File: src/shared/ffc_pkg.sv
// Shared constants and types for the serial frame format block
package ffc_pkg;

    // Register indices on the 3-bit register address
    localparam logic [2:0] FFC_ADDR_FMT  = 3'h0;
    localparam logic [2:0] FFC_ADDR_BAUD = 3'h1;
    localparam logic [2:0] FFC_ADDR_CTRL = 3'h2;
    localparam logic [2:0] FFC_ADDR_TXH  = 3'h3;
    localparam logic [2:0] FFC_ADDR_STAT = 3'h4;
    localparam logic [2:0] FFC_ADDR_RXD  = 3'h5;

    // Control register bit positions
    localparam int FFC_CTRL_TX_EN  = 0;
    localparam int FFC_CTRL_RX_EN  = 1;
    localparam int FFC_CTRL_MP_BIT = 2;

    // Status register bit positions
    localparam int FFC_STAT_SPACE  = 0;
    localparam int FFC_STAT_EMPTY  = 1;
    localparam int FFC_STAT_BUSY   = 2;
    localparam int FFC_STAT_RXFULL = 3;
    localparam int FFC_STAT_PARERR = 4;
    localparam int FFC_STAT_FRMERR = 5;
    localparam int FFC_STAT_RXMP   = 6;

    // Reset values
    localparam logic [7:0] FFC_FMT_RESET  = 8'h00;
    localparam logic [7:0] FFC_BAUD_RESET = 8'hFF;
    localparam logic [7:0] FFC_CTRL_RESET = 8'h00;

    // Prescaler selection codes and their terminal counts
    localparam logic [1:0] FFC_PRE_DIV1  = 2'h0;
    localparam logic [1:0] FFC_PRE_DIV4  = 2'h1;
    localparam logic [1:0] FFC_PRE_DIV16 = 2'h2;
    localparam logic [5:0] FFC_TERM_DIV1  = 6'h00;
    localparam logic [5:0] FFC_TERM_DIV4  = 6'h03;
    localparam logic [5:0] FFC_TERM_DIV16 = 6'h0F;
    localparam logic [5:0] FFC_TERM_DIV64 = 6'h3F;

    // Data bits per character, minus one
    localparam logic [2:0] FFC_LAST_BIT8 = 3'h7;
    localparam logic [2:0] FFC_LAST_BIT7 = 3'h6;

    localparam int FFC_BUF_DEPTH = 2;

    // Frame format register layout, bit 7 down to bit 0
    typedef struct packed {
        logic       sync_mode;
        logic       seven_bit_char_select;
        logic       parity_enable;
        logic       parity_odd_select;
        logic       two_stop;
        logic       multidrop_enable;
        logic       prescale_sel_hi;
        logic       prescale_sel_lo;
    } ffc_fmt_t;

    // Effective frame settings after mode qualification
    typedef struct packed {
        logic       sync_mode;
        logic       seven;
        logic       par_on;
        logic       par_odd;
        logic       two_stop;
        logic       mp_on;
        logic [1:0] presc;
    } ffc_cfg_t;

    typedef enum logic [2:0] {TX_IDLE, TX_START, TX_DATA, TX_EXTRA, TX_STOP} ffc_tx_state_t;
    typedef enum logic [2:0] {RX_IDLE, RX_START, RX_DATA, RX_EXTRA, RX_STOP} ffc_rx_state_t;

endpackage

File: src/verilog/ffc_serial_top.sv
// Serial unit with frame format register, transmit buffer, transmitter and receiver
//
// The address-and-strobe port and the address map were left to the implementer.
`timescale 1ns/1ps
`default_nettype none

module ffc_serial_top
    import ffc_pkg::*;
#(
    parameter int BUF_DEPTH = FFC_BUF_DEPTH
) (
    input  wire logic       CLK_IN,
    input  wire logic       RSTN_IN,
    input  wire logic       CE_IN,
    input  wire logic       LOWPWR_IN,
    input  wire logic [2:0] ADDR_IN,
    input  wire logic [7:0] WDATA_IN,
    input  wire logic       WR_IN,
    input  wire logic       RD_IN,
    input  wire logic       RXD_IN,
    output logic      [7:0] RDATA_OUT,
    output logic            TXD_OUT,
    output logic            SCK_OUT,
    output logic            SCK_OE_OUT,
    output logic            BUF_READY_OUT
);

    localparam int PW = (BUF_DEPTH > 1) ? $clog2(BUF_DEPTH) : 1;

    generate
        if (BUF_DEPTH < 2 || (BUF_DEPTH & (BUF_DEPTH - 1)) != 0) begin : g_depth_check
            $error("BUF_DEPTH must be a power of two of at least 2");
        end
    endgenerate

    typedef struct packed {
        ffc_fmt_t                    fmt;
        logic [7:0]                  baud;
        logic [7:0]                  ctrl;
        logic [7:0]                  rdata;
        logic [5:0]                  pre_cnt;
        logic [BUF_DEPTH-1:0][7:0]   buf_mem;
        logic [PW-1:0]               wr_ptr;
        logic [PW-1:0]               rd_ptr;
        logic [PW:0]                 count;
        logic                        buf_ready;
        ffc_tx_state_t               tx_state;
        logic [7:0]                  tx_shifter;
        logic [2:0]                  tx_bits;
        logic [7:0]                  tx_cnt;
        logic                        tx_extra;
        logic                        tx_stop_left;
        logic                        txd;
        logic                        sck;
        logic                        sck_oe;
        ffc_rx_state_t               rx_state;
        logic [7:0]                  rx_sh;
        logic [2:0]                  rx_bits;
        logic [7:0]                  rx_cnt;
        logic                        rx_extra;
        logic [7:0]                  rx_data;
        logic                        rx_full;
        logic                        par_err;
        logic                        frm_err;
        logic                        rx_mp;
    } ffc_state_t;

    localparam ffc_state_t S_RESET = '{
        fmt:          ffc_fmt_t'(FFC_FMT_RESET),
        baud:         FFC_BAUD_RESET,
        ctrl:         FFC_CTRL_RESET,
        buf_ready:    1'b1,
        tx_state:     TX_IDLE,
        txd:          1'b1,
        sck:          1'b1,
        rx_state:     RX_IDLE,
        default:      '0
    };

    // Qualify raw format bits by mode
    function automatic ffc_cfg_t eff_cfg(input ffc_fmt_t f);
        ffc_cfg_t c;
        c.sync_mode = f.sync_mode;
        c.seven     = ~f.sync_mode & f.seven_bit_char_select;
        c.mp_on     = ~f.sync_mode & f.multidrop_enable;
        c.par_on    = ~f.sync_mode & ~f.multidrop_enable & f.parity_enable;
        c.par_odd   = f.parity_odd_select;
        c.two_stop  = f.two_stop;
        c.presc     = {f.prescale_sel_hi, f.prescale_sel_lo};
        return c;
    endfunction

    // Terminal count of the baud generator input divider
    function automatic logic [5:0] pre_term(input logic [1:0] sel);
        case (sel)
            FFC_PRE_DIV1:  pre_term = FFC_TERM_DIV1;
            FFC_PRE_DIV4:  pre_term = FFC_TERM_DIV4;
            FFC_PRE_DIV16: pre_term = FFC_TERM_DIV16;
            default:       pre_term = FFC_TERM_DIV64;
        endcase
    endfunction

    ffc_state_t s;
    ffc_state_t next_s;
    ffc_cfg_t   cfg;
    logic       tick;
    logic       tx_end;
    logic       tx_half;
    logic       rx_pt;
    logic       push;
    logic       pop;
    logic       tx_en;
    logic       rx_en;
    logic [7:0] load_byte;
    logic [7:0] rx_byte;
    logic       clr_full;
    logic       clr_par;
    logic       clr_frm;
    logic       set_full;
    logic       set_par;
    logic       set_frm;

    always_comb begin
        next_s    = s;
        cfg       = eff_cfg(s.fmt);
        tx_en     = s.ctrl[FFC_CTRL_TX_EN];
        rx_en     = s.ctrl[FFC_CTRL_RX_EN];
        tick      = (s.pre_cnt == pre_term(cfg.presc));
        tx_end    = tick && (s.tx_cnt == 8'h00);
        // Clock rises at mid bit; a bit rate value of 0 leaves no room for a high half
        tx_half   = tick && ({1'b0, s.tx_cnt} == (({1'b0, s.baud} + 9'h001) >> 1));
        rx_pt     = tick && (s.rx_cnt == 8'h00);
        push      = WR_IN && (ADDR_IN == FFC_ADDR_TXH) && (s.count != (PW+1)'(BUF_DEPTH));
        pop       = 1'b0;
        load_byte = s.buf_mem[s.rd_ptr];
        rx_byte   = cfg.seven ? {1'b0, s.rx_sh[7:1]} : s.rx_sh;
        clr_full  = 1'b0;
        clr_par   = 1'b0;
        clr_frm   = 1'b0;
        set_full  = 1'b0;
        set_par   = 1'b0;
        set_frm   = 1'b0;
        next_s.rdata   = 8'h00;
        next_s.pre_cnt = tick ? 6'h00 : s.pre_cnt + 6'h01;

        // Register writes
        if (WR_IN) begin
            case (ADDR_IN)
                FFC_ADDR_FMT:  next_s.fmt = ffc_fmt_t'(WDATA_IN);
                FFC_ADDR_BAUD: next_s.baud = WDATA_IN;
                FFC_ADDR_CTRL: next_s.ctrl = WDATA_IN;
                FFC_ADDR_STAT: begin
                    clr_full = WDATA_IN[FFC_STAT_RXFULL];
                    clr_par  = WDATA_IN[FFC_STAT_PARERR];
                    clr_frm  = WDATA_IN[FFC_STAT_FRMERR];
                end
                default: ;
            endcase
        end

        // Register reads, data valid in the following cycle only
        if (RD_IN) begin
            case (ADDR_IN)
                FFC_ADDR_FMT:  next_s.rdata = s.fmt;
                FFC_ADDR_BAUD: next_s.rdata = s.baud;
                FFC_ADDR_CTRL: next_s.rdata = s.ctrl;
                FFC_ADDR_TXH:  next_s.rdata = s.buf_mem[s.wr_ptr - PW'(1)];
                FFC_ADDR_STAT: begin
                    next_s.rdata[FFC_STAT_SPACE]  = s.buf_ready;
                    next_s.rdata[FFC_STAT_EMPTY]  = (s.count == '0);
                    next_s.rdata[FFC_STAT_BUSY]   = (s.tx_state != TX_IDLE);
                    next_s.rdata[FFC_STAT_RXFULL] = s.rx_full;
                    next_s.rdata[FFC_STAT_PARERR] = s.par_err;
                    next_s.rdata[FFC_STAT_FRMERR] = s.frm_err;
                    next_s.rdata[FFC_STAT_RXMP]   = s.rx_mp;
                end
                FFC_ADDR_RXD: begin
                    next_s.rdata = s.rx_data;
                    clr_full     = 1'b1;
                end
                default: next_s.rdata = 8'h00;
            endcase
        end

        // Bit timers reload from the bit rate register on each expiry
        if (tick) begin
            next_s.tx_cnt = (s.tx_cnt == 8'h00) ? s.baud : s.tx_cnt - 8'h01;
            next_s.rx_cnt = (s.rx_cnt == 8'h00) ? s.baud : s.rx_cnt - 8'h01;
        end

        // Transmitter
        case (s.tx_state)
            TX_IDLE: begin
                next_s.txd = 1'b1;
                next_s.sck = 1'b1;
                if (tx_en && s.count != '0) begin
                    pop = 1'b1;
                    next_s.tx_shifter = cfg.seven ? {1'b0, load_byte[6:0]} : load_byte;
                    next_s.tx_bits    = cfg.seven ? FFC_LAST_BIT7 : FFC_LAST_BIT8;
                    next_s.tx_cnt     = s.baud;
                    next_s.pre_cnt    = 6'h00;
                    next_s.tx_extra   = cfg.mp_on ? s.ctrl[FFC_CTRL_MP_BIT]
                                      : (^next_s.tx_shifter) ^ cfg.par_odd;
                    if (cfg.sync_mode) begin
                        next_s.tx_state = TX_DATA;
                        next_s.txd      = load_byte[0];
                        next_s.sck      = 1'b0;
                    end else begin
                        next_s.tx_state = TX_START;
                        next_s.txd      = 1'b0;
                    end
                end
            end
            TX_START: begin
                if (tx_end) begin
                    next_s.tx_state = TX_DATA;
                    next_s.txd      = s.tx_shifter[0];
                end
            end
            TX_DATA: begin
                if (cfg.sync_mode && tx_half) begin
                    next_s.sck = 1'b1;
                    if (rx_en) begin
                        next_s.rx_sh = {RXD_IN, s.rx_sh[7:1]};
                    end
                end
                if (tx_end) begin
                    next_s.tx_shifter = s.tx_shifter >> 1;
                    if (s.tx_bits != 3'h0) begin
                        next_s.tx_bits = s.tx_bits - 3'h1;
                        next_s.txd     = s.tx_shifter[1];
                        next_s.sck     = ~cfg.sync_mode;
                    end else if (cfg.sync_mode) begin
                        next_s.tx_state = TX_IDLE;
                        next_s.txd      = 1'b1;
                        if (rx_en) begin
                            set_full       = 1'b1;
                            next_s.rx_data = next_s.rx_sh;
                        end
                    end else if (cfg.par_on || cfg.mp_on) begin
                        next_s.tx_state = TX_EXTRA;
                        next_s.txd      = s.tx_extra;
                    end else begin
                        next_s.tx_state     = TX_STOP;
                        next_s.txd          = 1'b1;
                        next_s.tx_stop_left = cfg.two_stop;
                    end
                end
            end
            TX_EXTRA: begin
                if (tx_end) begin
                    next_s.tx_state     = TX_STOP;
                    next_s.txd          = 1'b1;
                    next_s.tx_stop_left = cfg.two_stop;
                end
            end
            TX_STOP: begin
                if (tx_end) begin
                    if (s.tx_stop_left) begin
                        next_s.tx_stop_left = 1'b0;
                    end else begin
                        next_s.tx_state = TX_IDLE;
                    end
                end
            end
            default: next_s.tx_state = TX_IDLE;
        endcase

        // Asynchronous receiver, idle in synchronous mode
        if (!rx_en || cfg.sync_mode) begin
            next_s.rx_state = RX_IDLE;
        end else begin
            case (s.rx_state)
                RX_IDLE: begin
                    if (!RXD_IN) begin
                        next_s.rx_state = RX_START;
                        next_s.rx_cnt   = s.baud >> 1;
                    end
                end
                RX_START: begin
                    if (rx_pt) begin
                        next_s.rx_state = RXD_IN ? RX_IDLE : RX_DATA;
                        next_s.rx_bits  = cfg.seven ? FFC_LAST_BIT7 : FFC_LAST_BIT8;
                    end
                end
                RX_DATA: begin
                    if (rx_pt) begin
                        next_s.rx_sh = {RXD_IN, s.rx_sh[7:1]};
                        if (s.rx_bits != 3'h0) begin
                            next_s.rx_bits = s.rx_bits - 3'h1;
                        end else begin
                            next_s.rx_state = (cfg.par_on || cfg.mp_on) ? RX_EXTRA : RX_STOP;
                        end
                    end
                end
                RX_EXTRA: begin
                    if (rx_pt) begin
                        next_s.rx_extra = RXD_IN;
                        next_s.rx_state = RX_STOP;
                    end
                end
                RX_STOP: begin
                    if (rx_pt) begin
                        next_s.rx_state = RX_IDLE;
                        next_s.rx_data  = rx_byte;
                        set_full        = 1'b1;
                        set_frm         = ~RXD_IN;
                        set_par         = cfg.par_on && ((^rx_byte ^ s.rx_extra) != cfg.par_odd);
                        if (cfg.mp_on) begin
                            next_s.rx_mp = s.rx_extra;
                        end
                    end
                end
                default: next_s.rx_state = RX_IDLE;
            endcase
        end

        // Sticky receive flags, a set in the clearing cycle wins
        next_s.rx_full = (s.rx_full & ~clr_full) | set_full;
        next_s.par_err = (s.par_err & ~clr_par) | set_par;
        next_s.frm_err = (s.frm_err & ~clr_frm) | set_frm;

        // Two-entry transmit buffer between software and the shifter
        if (push) begin
            next_s.buf_mem[s.wr_ptr] = WDATA_IN;
            next_s.wr_ptr            = s.wr_ptr + PW'(1);
        end
        if (pop) begin
            next_s.rd_ptr = s.rd_ptr + PW'(1);
        end
        next_s.count     = s.count + (PW+1)'(push) - (PW+1)'(pop);
        next_s.buf_ready = (next_s.count != (PW+1)'(BUF_DEPTH));
        next_s.sck_oe    = cfg.sync_mode & tx_en;

        if (LOWPWR_IN) begin
            next_s = S_RESET;
        end
    end

    always_ff @(posedge CLK_IN or negedge RSTN_IN) begin
        if (!RSTN_IN) begin
            s <= S_RESET;
        end else if (CE_IN) begin
            s <= next_s;
        end
    end

    assign RDATA_OUT     = s.rdata;
    assign TXD_OUT       = s.txd;
    assign SCK_OUT       = s.sck;
    assign SCK_OE_OUT    = s.sck_oe;
    assign BUF_READY_OUT = s.buf_ready;

endmodule

`default_nettype wire

File: config.mk
export PLATFORM = sky130hd
export DESIGN_NAME = ffc_serial_top
export DESIGN_NICKNAME = d
export VERILOG_FILES = /design/src/shared/ffc_pkg.sv /design/src/verilog/ffc_serial_top.sv
export SDC_FILE = /design/constraint.sdc
export NUM_CORES = 1
export LEC_CHECK = 0
export BUFFER_PORTS_ARGS = -buffer_cell sky130_fd_sc_hd__buf_2
export CAP_MARGIN = 20
export CORE_ASPECT_RATIO = 1.4
export CORE_MARGIN = 1.5
export CORE_UTILIZATION = 57
export DETAILED_ROUTE_END_ITERATION = 8
export PLACE_DENSITY_LB_ADDON = 0.15
export SYNTH_ARGS = -nofsm -noshare
export SYNTH_HDL_FRONTEND = slang
export SYNTH_SLANG_ARGS = --single-unit
export TNS_END_PERCENT = 5
File: constraint.sdc
create_clock -name CLK_IN -period 2.4 [get_ports CLK_IN]
set_input_delay 0.24 -clock CLK_IN [delete_from_list [all_inputs] [get_ports CLK_IN]]
set_output_delay 0.24 -clock CLK_IN [all_outputs]
set_load 0.02 [all_outputs]
==> results.toml <==
[floorplan]
num_rows = 50
core-area_mm2 = 0.01333
die-area_mm2 = 0.01437
start_util_pct = 58.38
die_y_um = 141.2
die_width_um = 101.7
ioPinCount = 30

[setup_path]
cp.depth = 6
crit_arrival_ps = 2730
r2r-end = "s[9]"
worstSetupStartpoint = "s[106]"
crit_path_start_kind = "flip-flop"
cp.required_ps = 2690
end_kind = "flip-flop"
crit_end = "s[9]"
critPathMaxFanout = 8
cp_slowest_cell = "dfstp_2"
crit-reg2reg-launch = "s[106]"
reg2reg_slack_ps = -40
cp_num_buf_inv = 0
worstSetupPathType = "flip-flop to flip-flop"
path_cells = "nand4_2, or4_1, o21a_2, a211oi_4, a311oi_4, a221o_1"
crit_family = "compound AO/OA/AOI/OAI gates"
reg2reg_depth = 6
crit_path_max_incr_delay_ps = 570

[timing]
finClkSkew_ps = 10.13
fin_ws_ps = -40.04
fmax_ghz = 0.4098
relSlewSlack_pct = 33.53
whs_ps = 97.79
hold_viol = 0
post-route-period-util_pct = 101.7
finalSetupTns_ps = -152.6
setup_violations = 8
rsz0062_at_grt = "true"
period_needed_ps = 2440
slew_violations = 0
tightest_slew_ps = 990.3

[place]
pre_cts_slack_ps = -82.62
io_buffers = 29
gp_congestion = 1.044
place.detailed.hpwl_um = 18740

[routing]
drtIter0Drc = 718
ant_nets = 0
via_per_inst = 6.576
num_vias = 7490
drc = 0
dr.pass1.iters = 5
routed_wl_um = 25000
avgRoutedWirePerCell_um = 21.95

[clocking]
clock_path_buffers = 2
path_clk_slew_ps = 60
clk_latency_ps = 420
cts_root_buf = "clkbuf_16"
clock_sinks = 121
cts_tree = "built"
cts_buffers = 17
cts_max_level = 4

[power]
power.density_mw_per_mm2 = 906.1
p_leak_nw = 4.064
ir_worst_vdd_mv = 0.5722
total_power_mw = 8.377

[cells_and_area]
mostFrequentLayoutCells = "dfrtp_1 (110), nand2_1 (99), buf_4 (89)"
antenna_cells = 0
drive_above_1_share_pct = 20.38
nNetsFinal = 972
fillCellCount = 1108
final_common_cell = "dfrtp_1"
area_delta_synth_final_pct = 18.83

[worst_hold_path]
holdCritPathClass = "primary input to flip-flop"
hold_start = "WDATA_IN[2]"

[yosys]
synth_top_family_by_area = "compound AO/OA/AOI/OAI gates"
synth_mux_area_share_pct = 5.725
synthCells = 877
synth-edff-count = 0
ys_seq_area_share_pct = 39.10
synthAdderAreaFrac_pct = 1.608
synth.avg_cell_area_um2 = 8.871
synth_compound_area_share_pct = 27.32
synth.ff_latch_count = 121
synth_nets = 905
synth_simple_gate_area_share_pct = 15.68
yosysUniqueCellTypes = 78
synthArstFlopShare_pct = 100.0
synth_xor_area_share_pct = 4.181
syn_area_mm2 = 0.007780
synth_ff_type = "dfrtp_1"
yosysWarningCount = 0

[global_routing]
grt_first_pass_wirelength_um = 39770
grt-ovfl-total = 0
grt_max_degree = 62
groute.usage.overall_pct = 36.58
first_global_vias = 7673
antenna_found_initial = 0

[run]
drv_cap = 0

[run_status]
status = "finished with violations"
violations = "negative setup slack"
[layer usage]
layer / vias up / GRT usage (%) / wire length [um]
met3: 105 / 5.305 / 1499
met5: - / 0 / 0
met1: 3659 / 42.59 / 9346
met2: 345 / 62.49 / 12690
met4: 0 / 22.37 / 1464
li1: 3381 / - / -
[state kept, by name, indices dropped and copies added, names as in the netlist]
signal and count:
SCK_OE_OUT 1, BUF_READY_OUT 1, SCK_OUT 1, RDATA_OUT 8, cfg 5, TXD_OUT 1, rx_en 1, s 103
[worst reg2reg max path: cells and delay by family, from the launching register on]
kind               cells  cell delay [ps]
AOI/OAI and AO/OA      4             1100
DFF                    1              570
and+or+nand+nor        2              660
[power breakdown]
group	switching, mW	internal (mW)
Sequential	0.329	2.31
Combinational	1.69	1.29
Clock	0.936	1.82
Total	2.96	5.42
[what timing repair did]
item / in CTS / in global routing
setup endpoints to repair: 9 / 38
pin swaps: 2 / 4
hold buffers: 1 / 0
endpoints found under the hold margin: 26 / 0
buffers inserted: 0 / 1
gates resized for setup: 3 / 9
[cells in the mapped netlist (6+ instances only)]
| master | count | area share (%) |
|---|---|---|
| a211oi_1 | 11 | 1.1 |
| a21oi_1 | 38 | 2.4 |
| a221o_1 | 10 | 1.3 |
| a22o_1 | 18 | 2.0 |
| a22oi_1 | 18 | 1.7 |
| a31oi_1 | 14 | 1.1 |
| and3_1 | 8 | 0.64 |
| buf_1 | 8 | 0.39 |
| buf_2 | 11 | 0.71 |
| buf_4 | 9 | 0.87 |
| clkbuf_1 | 43 | 2.1 |
| dfrtp_1 | 110 | 35 |
| dfstp_2 | 11 | 3.7 |
| ha_1 | 10 | 1.6 |
| inv_1 | 44 | 2.1 |
| mux2_2 | 12 | 1.7 |
| mux2i_1 | 31 | 4.0 |
| nand2_1 | 99 | 4.8 |
| nand2b_1 | 7 | 0.56 |
| nand3_1 | 21 | 1.4 |
| nand4_1 | 11 | 0.88 |
| nor2_1 | 42 | 2.0 |
| nor2b_1 | 7 | 0.56 |
| nor3_1 | 24 | 1.5 |
| o211ai_1 | 10 | 0.96 |
| o21ai_0 | 72 | 4.6 |
| o22ai_1 | 20 | 1.6 |
| o2bb2ai_1 | 16 | 1.8 |
| o31ai_1 | 6 | 0.58 |
| or3_1 | 7 | 0.56 |
| xnor2_1 | 19 | 2.1 |
| xor2_1 | 13 | 1.5 |
[cell type report]
type                            count  area [um2]  share of cell area [%]
Sequential cell                   121        3042                   32.90
Timing Repair Buffer              121       869.6                   9.406
Tap cell                          182       227.7                   2.463
Clock inverter                      7       141.4                   1.529
Clock buffer                       25       485.5                   5.251
Inverter                           46       172.7                   1.868
Multi-Input combinational cell    637        4307                   46.58
[metrics by stage]
step	utilization [%]	std cells	area, um2
after detailed placement	64.12	1106	8544
after floorplan	-	877	7780
final	69.38	1139	9245
after global routing	69.38	1139	9245
after CTS	69.07	1139	9204
after global placement	64.12	1106	8544
[cells by family (layout without fill, tap and decap cells)]
logic type                 count (synthesis)  in the layout
adders and majority gates                 10             10
muxes                                     43             43
and+or+nand+nor                          251            251
xor gates and xnor gates                  34             34
DFF                                      121            121
buffers and inverters                    119            199
AOI/OAI and AO/OA                        299            299
[worst min-delay path by stage]
stage	to	slack (ps)	cells past startpoint
6_report	s[69]	100	2
5_1_grt	s[69]	110	2
4_1_cts	s[69]	90	2
3_5_place_dp	s[25]	230	1
3_3_place_gp	s[26]	230	1
2_1_floorplan	RDATA_OUT[0]	-60	0
(Power assumes the default switching activity.)
